**src/logic/raro_regs.svh**
```systemverilog
// raro_regs.svh: opcode patterns, field positions and reset values
// assumes 10-bit instruction words and a 4-bit data path
`ifndef RARO_REGS_SVH
`define RARO_REGS_SVH

// widths
`define RARO_OPC_W       10
`define RARO_NIB_W       4
`define RARO_BANK_W      2
`define RARO_DRV_W       3
`define RARO_BYTE_W      8

// immediate field positions inside the instruction word, then byte buffer and acc fields
`define RARO_FILE_IMM    7:4
`define RARO_WORD_IMM    3:0
`define RARO_BANK_IMM    1:0
`define RARO_XOR_IMM     3:0
`define RARO_BYTE_HI     7:4
`define RARO_BYTE_LO     3:0
`define RARO_ACC_DRV     2:0
`define RARO_ACC_BANK    1:0

// masks and patterns
`define RARO_MASK_FULL   10'h3FF
`define RARO_MASK_FW     10'h300
`define RARO_MASK_BANK   10'h3FC
`define RARO_MASK_XOR    10'h3F0

`define RARO_OPC_COPY_STACK_DEPTH   10'h050
`define RARO_OPC_LOAD_FILE_AND_WORD 10'h300
`define RARO_OPC_LOAD_BANK          10'h048
`define RARO_OPC_STEP_WORD_UP       10'h013
`define RARO_OPC_STEP_WORD_DOWN     10'h017
`define RARO_OPC_LOAD_FROM_RAM      10'h2C0
`define RARO_OPC_SWAP_WITH_RAM      10'h2D0
`define RARO_OPC_SWAP_AND_STEP_DOWN 10'h2F0
`define RARO_OPC_SWAP_AND_STEP_UP   10'h2E0
`define RARO_OPC_STORE_TO_RAM       10'h2B0
`define RARO_OPC_COPY_HIGH_TO_ACC   10'h01E
`define RARO_OPC_COPY_ACC_TO_HIGH   10'h00E
`define RARO_OPC_COPY_WORD_TO_ACC   10'h01F
`define RARO_OPC_COPY_ACC_TO_WORD   10'h00C
`define RARO_OPC_PACK_TO_BYTE       10'h01A
`define RARO_OPC_UNPACK_FROM_BYTE   10'h02A
`define RARO_OPC_ACC_TO_DRIVE_INDEX 10'h029
`define RARO_OPC_DRIVE_INDEX_TO_ACC 10'h051
`define RARO_OPC_BANK_TO_ACC        10'h053

// constants of the data path
`define RARO_RST_NIB     4'h0
`define RARO_RST_BANK    2'h0
`define RARO_RST_DRV     3'h0
`define RARO_RST_BYTE    8'h00
`define RARO_STEP        4'h1
`define RARO_WORD_MIN    4'h0
`define RARO_WORD_MAX    4'hF
`define RARO_ZERO_BIT    1'b0
`define RARO_ZERO_2      2'h0

`endif

```
**src/logic/raro_pkg.sv**
```systemverilog
// raro_pkg: types shared by the decoder, executor and bench
// assumes raro_regs.svh for widths
`default_nettype none
`include "raro_regs.svh"

package raro_pkg;

   typedef enum {
      RARO_OP_NONE,
      RARO_OP_COPY_STACK_DEPTH,
      RARO_OP_LOAD_FILE_AND_WORD,
      RARO_OP_LOAD_BANK,
      RARO_OP_STEP_WORD_UP,
      RARO_OP_STEP_WORD_DOWN,
      RARO_OP_LOAD_FROM_RAM,
      RARO_OP_SWAP_WITH_RAM,
      RARO_OP_SWAP_AND_STEP_DOWN,
      RARO_OP_SWAP_AND_STEP_UP,
      RARO_OP_STORE_TO_RAM,
      RARO_OP_COPY_HIGH_TO_ACC,
      RARO_OP_COPY_ACC_TO_HIGH,
      RARO_OP_COPY_WORD_TO_ACC,
      RARO_OP_COPY_ACC_TO_WORD,
      RARO_OP_PACK_TO_BYTE,
      RARO_OP_UNPACK_FROM_BYTE,
      RARO_OP_ACC_TO_DRIVE_INDEX,
      RARO_OP_DRIVE_INDEX_TO_ACC,
      RARO_OP_BANK_TO_ACC
   } raro_op_t;

   // ram address: bank, file index, word pointer
   typedef struct packed {
      logic [`RARO_BANK_W-1:0] bank;
      logic [`RARO_NIB_W-1:0]  file;
      logic [`RARO_NIB_W-1:0]  word;
   } raro_addr_t;

   // decoded instruction
   typedef struct packed {
      raro_op_t               op;
      logic [`RARO_NIB_W-1:0] imm;
   } raro_dec_t;

   // whole state of the executor
   typedef struct packed {
      logic [`RARO_NIB_W-1:0]  acc;
      logic [`RARO_NIB_W-1:0]  high;
      raro_addr_t              ptr;
      logic [`RARO_BYTE_W-1:0] byte_buf;
      logic [`RARO_DRV_W-1:0]  drive;
      logic                    skip;
      logic                    fw_run;
      logic                    skipped;
      logic                    wr_en;
      raro_addr_t              wr_addr;
      logic [`RARO_NIB_W-1:0]  wr_data;
   } raro_state_t;

endpackage
`default_nettype wire

```
**src/logic/raro_decode.sv**
```systemverilog
// raro_decode: combinational opcode classifier for this group
// assumes a 10-bit instruction word from logic on the same clock
`timescale 1ns/1ps
`default_nettype none
`include "raro_regs.svh"

module raro_decode
   import raro_pkg::*;
(
   input  wire logic [`RARO_OPC_W-1:0] instr_word,
   output raro_dec_t                   dec
);

   // masked immediate forms first, then the exact codes
   always_comb begin
      dec.imm = instr_word[`RARO_XOR_IMM];
      dec.op  = RARO_OP_NONE;
      if ((instr_word & `RARO_MASK_FW) == `RARO_OPC_LOAD_FILE_AND_WORD)
         dec.op = RARO_OP_LOAD_FILE_AND_WORD;
      else if ((instr_word & `RARO_MASK_BANK) == `RARO_OPC_LOAD_BANK)
         dec.op = RARO_OP_LOAD_BANK;
      else begin
         unique case (instr_word & `RARO_MASK_XOR)
            `RARO_OPC_LOAD_FROM_RAM:      dec.op = RARO_OP_LOAD_FROM_RAM;
            `RARO_OPC_SWAP_WITH_RAM:      dec.op = RARO_OP_SWAP_WITH_RAM;
            `RARO_OPC_SWAP_AND_STEP_DOWN: dec.op = RARO_OP_SWAP_AND_STEP_DOWN;
            `RARO_OPC_SWAP_AND_STEP_UP:   dec.op = RARO_OP_SWAP_AND_STEP_UP;
            `RARO_OPC_STORE_TO_RAM:       dec.op = RARO_OP_STORE_TO_RAM;
            default: begin
               unique case (instr_word)
                  `RARO_OPC_COPY_STACK_DEPTH:
                     dec.op = RARO_OP_COPY_STACK_DEPTH;
                  `RARO_OPC_STEP_WORD_UP:   dec.op = RARO_OP_STEP_WORD_UP;
                  `RARO_OPC_STEP_WORD_DOWN: dec.op = RARO_OP_STEP_WORD_DOWN;
                  `RARO_OPC_COPY_HIGH_TO_ACC:
                     dec.op = RARO_OP_COPY_HIGH_TO_ACC;
                  `RARO_OPC_COPY_ACC_TO_HIGH:
                     dec.op = RARO_OP_COPY_ACC_TO_HIGH;
                  `RARO_OPC_COPY_WORD_TO_ACC:
                     dec.op = RARO_OP_COPY_WORD_TO_ACC;
                  `RARO_OPC_COPY_ACC_TO_WORD:
                     dec.op = RARO_OP_COPY_ACC_TO_WORD;
                  `RARO_OPC_PACK_TO_BYTE:   dec.op = RARO_OP_PACK_TO_BYTE;
                  `RARO_OPC_UNPACK_FROM_BYTE:
                     dec.op = RARO_OP_UNPACK_FROM_BYTE;
                  `RARO_OPC_ACC_TO_DRIVE_INDEX:
                     dec.op = RARO_OP_ACC_TO_DRIVE_INDEX;
                  `RARO_OPC_DRIVE_INDEX_TO_ACC:
                     dec.op = RARO_OP_DRIVE_INDEX_TO_ACC;
                  `RARO_OPC_BANK_TO_ACC:    dec.op = RARO_OP_BANK_TO_ACC;
                  default:                  dec.op = RARO_OP_NONE;
               endcase
            end
         endcase
      end
   end

endmodule
`default_nettype wire

```
**src/logic/raro_step.sv**
```systemverilog
// raro_step: wrapping up/down step of a counter with wrap detect
// assumes the caller picks direction; purely combinational
`timescale 1ns/1ps
`default_nettype none

module raro_step #(
   parameter int W = 4
) (
   input  wire logic [W-1:0] value,
   input  wire logic         down,
   output logic      [W-1:0] result,
   output logic              wrapped
);

   localparam logic [W-1:0] ONE = W'(1);

   // wraps modulo 2**W; wrapped flags the far end just reached
   always_comb begin
      result  = down ? (value - ONE) : (value + ONE);
      wrapped = down ? (result == {W{1'b1}}) : (result == '0);
   end

endmodule
`default_nettype wire

```
**src/logic/raro_exec.sv**
```systemverilog
// raro_exec: executes transfer, ram address and ram move instructions
// assumes one instruction per valid cycle from a fetch unit on clk,
// an external nibble ram read combinationally at data_ptr
`timescale 1ns/1ps
`default_nettype none
`include "raro_regs.svh"

// Summary of operation
// - stack depth into acc low, bit3 cleared
// - immediate pair loads file index, word pointer
// - consecutive file-word loads: only first executes
// - two-bit immediate loads bank select
// - word pointer steps up or down, wrapping
// - skip next on wrap to 0 or 15
// - ram nibble to acc, file xor immediate
// - swap acc with ram, file xor immediate
// - swap, xor, then word pointer down
// - swap, xor, then word pointer up
// - acc to ram, file xor immediate
// - high register copied into acc
// - acc copied into high register
// - word pointer copied into acc
// - acc copied into word pointer
// - high and acc packed into byte buffer
// - byte buffer unpacked to high and acc
// - acc low three bits to drive index
// - drive index into acc, bit3 cleared
// - bank select into acc, upper bits cleared
module raro_exec
   import raro_pkg::*;
(
   input  wire logic                    clk,
   input  wire logic                    reset,
   input  wire logic                    ce,
   input  wire logic                    instr_valid,
   input  wire logic [`RARO_OPC_W-1:0]  instr_word,
   input  wire logic [`RARO_DRV_W-1:0]  stack_depth,
   input  wire logic [`RARO_NIB_W-1:0]  ram_rd_data,
   output logic      [`RARO_NIB_W-1:0]  acc,
   output logic      [`RARO_NIB_W-1:0]  high_reg,
   output raro_addr_t                   data_ptr,
   output logic      [`RARO_BYTE_W-1:0] byte_buffer,
   output logic      [`RARO_DRV_W-1:0]  drive_index,
   output logic                         skip_next,
   output logic                         instr_skipped,
   output logic                         ram_wr_en,
   output raro_addr_t                   ram_wr_addr,
   output logic      [`RARO_NIB_W-1:0]  ram_wr_data
);

   localparam raro_state_t RESET_STATE = '{
      acc:      `RARO_RST_NIB,
      high:     `RARO_RST_NIB,
      ptr:      '{`RARO_RST_BANK, `RARO_RST_NIB, `RARO_RST_NIB},
      byte_buf: `RARO_RST_BYTE,
      drive:    `RARO_RST_DRV,
      skip:     1'b0,
      fw_run:   1'b0,
      skipped:  1'b0,
      wr_en:    1'b0,
      wr_addr:  '{`RARO_RST_BANK, `RARO_RST_NIB, `RARO_RST_NIB},
      wr_data:  `RARO_RST_NIB
   };

   raro_state_t             st_reg;
   raro_state_t             st_next;
   raro_dec_t               dec;
   logic [`RARO_NIB_W-1:0]  rd_nib;
   logic [`RARO_NIB_W-1:0]  step_word;
   logic                    step_wrap;
   logic                    step_down;
   logic                    is_fw;
   logic                    drop;
   logic                    exec;

   raro_decode u_decode (
      .instr_word (instr_word),
      .dec        (dec)
   );

   // one stepper serves all four word pointer movers
   assign step_down = (dec.op == RARO_OP_STEP_WORD_DOWN) ||
                      (dec.op == RARO_OP_SWAP_AND_STEP_DOWN);

   raro_step #(.W(`RARO_NIB_W)) u_step (
      .value   (st_reg.ptr.word),
      .down    (step_down),
      .result  (step_word),
      .wrapped (step_wrap)
   );

   // the ram write lands one edge late, so forward it to a read
   // of the same nibble in the very next instruction
   assign rd_nib = (st_reg.wr_en && (st_reg.wr_addr == st_reg.ptr)) ?
                   st_reg.wr_data : ram_rd_data;

   // a pending skip, or a repeated file-word load, drops the word
   assign is_fw = (dec.op == RARO_OP_LOAD_FILE_AND_WORD);
   assign drop  = st_reg.skip || (is_fw && st_reg.fw_run);
   assign exec  = instr_valid && !drop;

   // next state: every instruction finishes in this one cycle
   always_comb begin
      st_next         = st_reg;
      st_next.wr_en   = 1'b0;
      st_next.skipped = 1'b0;
      if (instr_valid) begin
         st_next.skip    = 1'b0;
         st_next.fw_run  = is_fw;
         st_next.skipped = drop;
      end
      if (exec) begin
         unique case (dec.op)
            RARO_OP_COPY_STACK_DEPTH:
               st_next.acc = {`RARO_ZERO_BIT, stack_depth};
            RARO_OP_LOAD_FILE_AND_WORD: begin
               st_next.ptr.file = instr_word[`RARO_FILE_IMM];
               st_next.ptr.word = instr_word[`RARO_WORD_IMM];
            end
            RARO_OP_LOAD_BANK:
               st_next.ptr.bank = instr_word[`RARO_BANK_IMM];
            RARO_OP_STEP_WORD_UP, RARO_OP_STEP_WORD_DOWN: begin
               st_next.ptr.word = step_word;
               st_next.skip     = step_wrap;
            end
            RARO_OP_LOAD_FROM_RAM: begin
               st_next.acc      = rd_nib;
               st_next.ptr.file = st_reg.ptr.file ^ dec.imm;
            end
            RARO_OP_SWAP_WITH_RAM, RARO_OP_SWAP_AND_STEP_DOWN,
            RARO_OP_SWAP_AND_STEP_UP: begin
               st_next.acc      = rd_nib;
               st_next.wr_en    = 1'b1;
               st_next.wr_addr  = st_reg.ptr;
               st_next.wr_data  = st_reg.acc;
               st_next.ptr.file = st_reg.ptr.file ^ dec.imm;
               if (dec.op != RARO_OP_SWAP_WITH_RAM) begin
                  st_next.ptr.word = step_word;
                  st_next.skip     = step_wrap;
               end
            end
            RARO_OP_STORE_TO_RAM: begin
               st_next.wr_en    = 1'b1;
               st_next.wr_addr  = st_reg.ptr;
               st_next.wr_data  = st_reg.acc;
               st_next.ptr.file = st_reg.ptr.file ^ dec.imm;
            end
            RARO_OP_COPY_HIGH_TO_ACC: st_next.acc = st_reg.high;
            RARO_OP_COPY_ACC_TO_HIGH: st_next.high = st_reg.acc;
            RARO_OP_COPY_WORD_TO_ACC:
               st_next.acc = st_reg.ptr.word;
            RARO_OP_COPY_ACC_TO_WORD:
               st_next.ptr.word = st_reg.acc;
            RARO_OP_PACK_TO_BYTE:
               st_next.byte_buf = {st_reg.high, st_reg.acc};
            RARO_OP_UNPACK_FROM_BYTE: begin
               st_next.high = st_reg.byte_buf[`RARO_BYTE_HI];
               st_next.acc  = st_reg.byte_buf[`RARO_BYTE_LO];
            end
            RARO_OP_ACC_TO_DRIVE_INDEX:
               st_next.drive = st_reg.acc[`RARO_ACC_DRV];
            RARO_OP_DRIVE_INDEX_TO_ACC:
               st_next.acc = {`RARO_ZERO_BIT, st_reg.drive};
            RARO_OP_BANK_TO_ACC:
               st_next.acc = {`RARO_ZERO_2, st_reg.ptr.bank};
            RARO_OP_NONE: ; // other groups are handled elsewhere
         endcase
      end
   end

   // single register for all state; ce low freezes everything but reset
   always_ff @(posedge clk) begin
      if (reset)
         st_reg <= RESET_STATE;
      else if (ce)
         st_reg <= st_next;
   end

   // outputs straight from the state register
   assign acc           = st_reg.acc;
   assign high_reg      = st_reg.high;
   assign data_ptr      = st_reg.ptr;
   assign byte_buffer   = st_reg.byte_buf;
   assign drive_index   = st_reg.drive;
   assign skip_next     = st_reg.skip;
   assign instr_skipped = st_reg.skipped;
   assign ram_wr_en     = st_reg.wr_en;
   assign ram_wr_addr   = st_reg.wr_addr;
   assign ram_wr_data   = st_reg.wr_data;

   logic go;
   assign go = ce && exec;
endmodule
`default_nettype wire

```
**config.mk**
```make
export PLATFORM = sky130hd
export DESIGN_NAME = raro_exec
export DESIGN_NICKNAME = d
export VERILOG_FILES = /design/src/logic/raro_pkg.sv /design/src/logic/raro_decode.sv /design/src/logic/raro_step.sv /design/src/logic/raro_exec.sv
export VERILOG_INCLUDE_DIRS = /design/src /design/src/logic
export SDC_FILE = /design/constraint.sdc
export NUM_CORES = 1
export LEC_CHECK = 0
export BUFFER_PORTS_ARGS = -buffer_cell sky130_fd_sc_hd__buf_2
export CELL_PAD_IN_SITES_DETAIL_PLACEMENT = 1
export CELL_PAD_IN_SITES_GLOBAL_PLACEMENT = 1
export CORE_MARGIN = 1
export CORE_UTILIZATION = 43
export DETAILED_ROUTE_END_ITERATION = 8
export GPL_ROUTABILITY_DRIVEN = 0
export PLACE_DENSITY = 0.82
export SETUP_SLACK_MARGIN = 0.1
export SLEW_MARGIN = 40
export SYNTH_ARGS = -nofsm -noshare
export SYNTH_HDL_FRONTEND = slang
export SYNTH_SLANG_ARGS = --single-unit
```
**constraint.sdc**
```tcl
create_clock -name clk -period 7.7 [get_ports clk]
set_input_delay 1.54 -clock clk [delete_from_list [all_inputs] [get_ports clk]]
set_output_delay 1.54 -clock clk [all_outputs]
set_load 0.01 [all_outputs]
```
=== Word-level counts from Yosys, hierarchy flattened ===
Index checks and enable logic that the tools add are counted.

* Bits in registers: 47
* Latch bits: 0
* RAM bits: 0
* ROM bits: 0
* Bits of input ports: 21
* Output and inout bits: 46
* Word-level logic and storage cells: 106
* Memories kept: 0

* Add/subtract/negate cells: 2
* Multipliers: 0
* Div/mod/pow operators: 0
* Magnitude comparators: 0
* Equality and inequality tests: 45
* Shift-type cells: 0
* Muxes and demuxes: 18
* Bitwise operators: 1
* Reductions and logical operators: 25

{| class="wikitable"
|+ Operators with widths
! operator !! count
|-
| equality test 32 x 4 -> 1 bit, second input constant || 9
|-
| equality test 32 x 3 -> 1 bit, second input constant || 5
|-
| equality test 32 x 5 -> 1 bit, second input constant || 5
|-
| case mux 32 bit (5 select lines) || 1
|-
| equality test 32 x 2 -> 1 bit, second input constant || 2
|-
| two-way mux 32 bit || 2
|-
| case mux 5 bit (12 select lines) || 1
|-
| equality test 10 x 5 -> 1 bit, second input constant || 5
|-
| equality test 32 x 1 -> 1 bit, second input constant || 1
|-
| inequality test 32 x 4 -> 1 bit, second input constant || 1
|-
| equality test 10 x 7 -> 1 bit, second input constant || 3
|-
| equality test 6 bit, second input constant || 5
|-
| two-way mux 15 bit || 2
|-
| case mux 4 bit (7 select lines) || 1
|-
| AND reduction 3 bit || 7
|-
| equality test 10 x 4 -> 1 bit, second input constant || 2
|-
| equality test 10 x 6 -> 1 bit, second input constant || 2
|-
| case mux 4 bit (2 select lines) || 2
|-
| case mux 4 bit (4 select lines) || 1
|-
| two-way mux 4 bit || 3
|-
| equality test 10 bit || 1
|-
| equality test 8 x 5 -> 1 bit, second input constant || 1
|-
| OR reduction 4 bit || 2
|-
| nonzero test 7 bit || 1
|-
| other kinds (20) || 26
|}

=== Logic depth before layout (Yosys ltp) ===
Gate-level depths: netlist (run 1).

* Word-level depth: 13
* Gate-level depth with buffers: 13

=== Hierarchy ===
A second synthesis (run 1) with hierarchy kept.

* Cell total of the unflattened synthesis: 454
* Area total of the unflattened synthesis: 3738.6 um^2

{| class="wikitable"
|+ Modules (own cells, without submodules)
! module !! times used !! cells each !! area each (um^2)
|-
| raro_exec || 1 || 352 || 3014.1
|-
| raro_decode || 1 || 82 || 548.0
|-
| raro_step || 1 || 20 || 176.4
|}

=== Least setup slack after synthesis (run 1) ===
OpenSTA, ideal clock, no wires.

* Kind: input to register
* From: input port instr_word[9]
* To: register st_reg (netlist bit data_ptr[3])
* Library setup time: 0.070 ns
* Data arrival time: 3.913 ns
* Required time: 7.630 ns
* Slack: 3.718 ns
* Cell stages on the path: 12
* Buffers on the path: 1
* Path through: buf_2 > nor4b_1 > nand4b_1 > nand4_1 > o21ai_1 > ha_1 > a21o_1 > a21oi_1 > xnor2_1 > a2111oi_2 > a22oi_1 > o21ai_1

* Cells in the longest elaborated chain, start to end: 11
* Elaborated cells on any way between the ends: 47
* Those cells by class: eq/ne (31); mux (7); reduce/logical (9)

{| class="wikitable"
|+ RTL lines
! element !! line !! RTL
|-
| start: declaration || raro_exec.sv:36 || <nowiki>input wire logic [`RARO_OPC_W-1:0] instr_word,</nowiki>
|-
| equality test 10 x 7 -> 1 bit, or another cell as far along || raro_decode.sv:30 || <nowiki>unique case (instr_word)</nowiki>
|-
| case mux 5 bit (12 select lines) || raro_decode.sv:30 ||
|-
| case mux 32 bit (5 select lines) || raro_decode.sv:23 || <nowiki>unique case (instr_word & `RARO_MASK_XOR)</nowiki>
|-
| two-way mux 32 bit || raro_decode.sv:20 || <nowiki>else if ((instr_word & `RARO_MASK_BANK) == `RARO_OPC_LOAD_BANK)</nowiki>
|-
| two-way mux 32 bit * || raro_decode.sv:18 || <nowiki>if ((instr_word & `RARO_MASK_FW) == `RARO_OPC_LOAD_FILE_AND_WORD)</nowiki>
|-
| branches (longest 6 deep; another with equality test 32 x 4 -> 1 bit) || - ||
|-
| end signal: assignment || raro_exec.sv:176 || <nowiki>st_reg <= st_next;</nowiki>
|-
| end: declaration || raro_exec.sv:65 || <nowiki>raro_state_t st_reg;</nowiki>
|}

Every way passes the cells marked *. The select of a mux whose other input is x is not followed.
A chain may end at the register's enable or synchronous reset.

=== Worst setup path in the final report (run 1) ===
Same ends and word-level chain as after synthesis.

==> impl_metrics.ini, run 1 <==
[status]
status = finished, final reports clean

[setup_path]
critical_path.max_stage_delay_ps = 550
path_buf_inv = 1
end_kind = flip-flop
required_ps = 7930
path_common_cell = o21ai_1
crit_chain = buf_2 > nor4b_1 > nand4b_1 > nand4_1 > o21ai_1 > ha_1 > a21o_1 > a21oi_1 > xnor2_1 > a2111oi_2 > a22oi_1 > o21ai_1
cp_max_fo = 10
cpMaxStageDelayCell = nor4b_1
critPathLaunchType = input pin
r2r_start = data_ptr[0]
worstSetupPathType = in -> reg
ff2ff_setup_slack_ps = 5430
cp_data_arrival_time_ps = 4440
crit_family = compound AO/OA/AOI/OAI gates
cp-startpoint = instr_word[9]
regToRegEndpoint = acc[3]
ff2ff_path_depth = 6

[floorplanning]
core_um2 = 6940
die_w_um = 87.9
ioPinCount = 67
die-area_um2 = 7730
start_util_pct = 45.7
die_height_um = 87.9
rows = 30

[clocking]
clk_pin_slew_worst_paths_ps = 80
cts_inserted_buffers = 5
cts_tree = done
clock_latency_ps = 290
cts_hold_buf = 0
cts_buffer_depth = 2
cts_resized = 0
clockRootBuffer = clkbuf_8
cts_setup_buffers = 0
ctsHtreeMaxLevel = 2
clock_sinks = 47

[yosys]
syn_inst = 399
yosysWarnings = 0
ys_ff_latch = 47
async_flop_share_pct = 0
ys_types = 55
syn_area_um2 = 3170
ys_seq_area_share_pct = 29.7
synth-edff-count = 0
synthFlopType = dfxtp_1
avgSynthCellArea_um2 = 7.95
syn_nets = 425

[power]
power_leakage_uw = 0.00136
p_per_area_nw_per_um2 = 141
report.power.total_uw = 468
peakVddDrop_v = 0.0000674

[place]
dp_slack_ps = 3290
port_buffers = 66
dp_hpwl_um = 6820
placed_cell_area_um2 = 3210

[timing]
final-max-slew-violation-count = 0
skew_ps = 2.99
finalSetupViolCount = 0
min_period_over_period_pct = 54.7
fmax_mhz = 237
fin_crit_ps = 4210
max_slew_margin_pct = 39.8
hold_viol = 0
setup_slack_ps = 3490
tns_ps = 0
rsz0062_at_grt = false
worst_pin_slew_ps = 895

[route]
drt_first_pass_iters = 4
drc = 0
routed_wirelength_um = 9090
first_iter_violations = 143
drtAntennaViolNets = 0
vias_per_cell = 5.80
num_vias = 2912
wl_per_cell_um = 18.1

[grt]
antenna_found_initial = 0
grt_max_degree = 36
grt_usage_pct = 24.6
grt_pass1_vias = 2837
grt_pass1_wl_um = 14700
grt_overflow = 0

[finish]
drive_gt1_share_pct = 21.2
nFillCells = 885
finalCoreUtilization_pct = 47.7
final_area_um2 = 3310
layout.nets = 431
syn_to_final_growth_pct = 4.38
diodes = 0

[worst_hold_path]
hp-start = ram_wr_data[1]
hold_depth = 2
holdPathEnd = ram_wr_data[1]
hold_path.class = reg -> reg

[flow_run]
max_cap_viol_count = 0
worst max path at each step:
stage | end | slack, ps | cells after the start
after floorplan | data_ptr[3] | 3720 | 12
after global placement | data_ptr[3] | 3450 | 12
after detailed placement | data_ptr[3] | 3290 | 12
after CTS | data_ptr[3] | 3550 | 12
after global routing | data_ptr[3] | 3120 | 12
final | data_ptr[3] | 3490 | 12
final cells by class:
type	count	area [um^2]	share of cell area, %
Tap cell	96	120	3.63
Sequential cell	47	941	28.4
Timing Repair Buffer	66	330	9.97
Inverter	7	27.5	0.831
Clock buffer	8	100	3.02
Multi-Input combinational cell	278	1790	54.1
metal layers:
layer	GRT usage, %	vias up	part of all wire (%)
met5	0	-	0
met4	6.11	0	1.5
met3	3.02	10	4.1
met2	39.9	85	47
met1	34.6	1433	48
li1	-	1384	-
kinds of logic (layout without fill, tap and decap cells):
group,after synthesis,after routing,share of synthesized area [%]
adders and majority gates,5,5,2.21
AOI/OAI and AO/OA,93,93,18.3
muxes,32,32,10.3
DFF,47,47,29.7
buffers and inverters,74,81,14.0
and+or+nand+nor,135,135,21.9
xor gates and xnor gates,13,13,3.59
tightest hold or removal path: stages, from the launching register on:
cell     delay (ps)
dfxtp_1         330
nand2_1          60
mux2i_1          50
cells in the mapped netlist (all sizes together) (4+ instances only):
| master | number | share of area (%) |
|---|---|---|
| ha | 4 | 1.6 |
| a211oi | 8 | 1.9 |
| nand3 | 6 | 0.95 |
| nor2 | 27 | 3.2 |
| a21oi | 32 | 5.0 |
| nand4 | 9 | 1.8 |
| nor2b | 5 | 0.99 |
| nor3 | 4 | 0.63 |
| and3 | 4 | 0.79 |
| mux2i | 28 | 8.8 |
| xnor2 | 11 | 3.0 |
| nand3b | 8 | 1.9 |
| mux2 | 4 | 1.4 |
| nand2 | 49 | 5.8 |
| buf | 50 | 11 |
| dfxtp | 47 | 30 |
| clkbuf | 17 | 2.1 |
| inv | 6 | 0.71 |
| a22oi | 4 | 0.95 |
| o21ai | 25 | 3.9 |
layout by cell type, fill, tap and decap left out, types with 3 or more instances in the layout:
| master | n |
|---|---|
| buf_2 | 66 |
| nand2_1 | 49 |
| dfxtp_1 | 47 |
| a21oi_1 | 32 |
| mux2i_1 | 28 |
| nor2_1 | 27 |
| o21ai_0 | 23 |
| xnor2_1 | 11 |
| nand4_1 | 9 |
| nand3b_1 | 8 |
| a211oi_1 | 8 |
| clkbuf_8 | 7 |
| inv_1 | 6 |
| nand3_1 | 6 |
| nor2b_1 | 5 |
| and3_1 | 4 |
| mux2_2 | 4 |
| a22oi_1 | 4 |
| ha_1 | 4 |
| nor4b_1 | 3 |
| nor3_1 | 3 |
| a21o_1 | 3 |
| a31oi_1 | 3 |
power breakdown:
group	internal [uW]	switching (uW)	total (uW)
Clock	82.1	81.5	164
Sequential	245	3.86	249
Combinational	18.9	36.4	55.4
metrics by stage:
stage	std cells	hold WS, ps
6_report	502	475
5_1_grt	502	495
4_1_cts	502	479
3_5_place_dp	494	464
3_3_place_gp	494	454
2_1_floorplan	399	445
Power figures use the tool's default switching activity.
==> run 2, diff against run 1 <==
Settings changed: CORE_UTILIZATION 43 to 40, PLACE_DENSITY 0.82 to 0.77.
Clock period 7.7 ns to 4.4 ns, I/O delays scaled along.
==> impl_metrics.ini, run 2 (synthesis gave the netlist of run 1 again) <==
[route]
drt_first_pass_iters = 4
drtAntennaViolNets = 0
wl_per_cell_um = 18.2
first_iter_violations = 145
drc = 0
num_vias = 2887
routed_wirelength_um = 9270
vias_per_cell = 5.66

[floorplanning]
ioPinCount = 67
die_height_um = 91.1
die_w_um = 91.1
start_util_pct = 41.3
die-area_um2 = 8290
core_um2 = 7690
rows = 32

[grt]
grt_pass1_wl_um = 14900
grt_max_degree = 30
grt_usage_pct = 22.7
antenna_found_initial = 0
grt_pass1_vias = 2810
grt_overflow = 0

[setup_path]
regToRegEndpoint = acc[3]
r2r_start = data_ptr[0]
ff2ff_path_depth = 6
endpoint = data_ptr[3]
cp_data_arrival_time_ps = 3810
cp-startpoint = instr_word[9]
required_ps = 4640
critPathLaunchType = input pin
end_kind = flip-flop
cp_max_fo = 10
worstSetupPathType = in -> reg
ff2ff_setup_slack_ps = 2070

[finish]
diodes = 0
layout.nets = 433
final_common_cell = buf_2
nFillCells = 999
drive_gt1_share_pct = 21.6
syn_to_final_growth_pct = 5.60
layout_common_cells = buf_2, nand2_1, dfxtp_1

[clocking]
cts_tree = done
clock_sinks = 47
clk_pin_slew_worst_paths_ps = 90
cts_hold_buf = 0
clockRootBuffer = clkbuf_8
cts_setup_buffers = 0
ctsHtreeMaxLevel = 2
cts_inserted_buffers = 5
clock_latency_ps = 310
cts_resized = 0
cts_buffer_depth = 2

[timing]
rsz0062_at_grt = false
final-max-slew-violation-count = 0
fmax_mhz = 280
skew_ps = 7.04
tns_ps = 0
max_slew_margin_pct = 43.6
hold_viol = 0
min_period_over_period_pct = 81.3
fin_crit_ps = 3580
worst_pin_slew_ps = 845
finalSetupViolCount = 0

[status]
status = finished, final reports clean

[power]
peakVddDrop_v = 0.000108
report.power.total_uw = 869
p_per_area_nw_per_um2 = 259
power_leakage_uw = 0.00137

[place]
dp_hpwl_um = 6840
port_buffers = 66

[worst_hold_path]
hold_path.class = reg -> reg

[flow_run]
max_cap_viol_count = 0
-- run 2: cell count changes in the layout (fill, tap and decap cells not counted), sizes merged --
cell / delta
buf: +2
clkbuf: -2
bufinv: +1
clkinv: +1
-- run 2: cell type report --
type / instances / area [um^2] / share of cell area (%)
inverter: 7 / 26.3 / 0.784
timing repair buffer: 68 / 345 / 10.3
clock inverter: 2 / 35.0 / 1.05
tap: 102 / 128 / 3.81
sequential: 47 / 941 / 28.1
multi-input combinational: 278 / 1790 / 53.5
clock buffer: 6 / 82.6 / 2.46
-- run 2: worst min path at each step --
stage                   startpoint              to  slack (ps)  cells past startpoint
finish               instr_skipped   instr_skipped         480                      2
global route        ram_wr_addr[7]  ram_wr_addr[7]         510                      2
CTS                  instr_skipped   instr_skipped         480                      2
detailed placement   instr_skipped   instr_skipped         460                      2
global placement    ram_wr_data[3]  ram_wr_data[3]         450                      2
floorplan           ram_wr_data[0]  ram_wr_data[0]         440                      2
-- run 2: worst max-delay path, stage by stage --
cell       delay [ps]
buf_2             150
nor4b_1           560
nand4b_1          290
nand4_1           230
o21ai_1           220
ha_1              380
a21o_1            180
a21oi_1           160
xnor2_1           150
a2111oi_2         350
a22oi_1           150
o21ai_1           110
-- run 2: per-layer routing --
layer	global-route usage [%]	vias to the layer above	wire length (um)
li1	-	1388	-
met5	0	-	0
met4	6.61	0	167
met2	36.1	83	4220
met3	3.10	12	407
met1	31.7	1404	4480
-- run 2: metrics by stage --
step | instances | setup slack, ps | instance area, um^2 | util [%] | hold WS, ps
after detailed placement | 502 | 655 | 3230 | 42.0 | 465
after global routing | 510 | 510 | 3350 | 43.6 | 513
after floorplan | 399 | 1080 | 3170 | - | 445
final | 510 | 824 | 3350 | 43.6 | 476
after CTS | 510 | 876 | 3350 | 43.5 | 480
after global placement | 502 | 777 | 3230 | 42.0 | 454
-- run 2: power by group --
part | switching (uW) | internal, uW | total [uW]
clock | 152 | 184 | 336
combinational | 63.7 | 34.3 | 98.0
sequential | 6.50 | 428 | 435
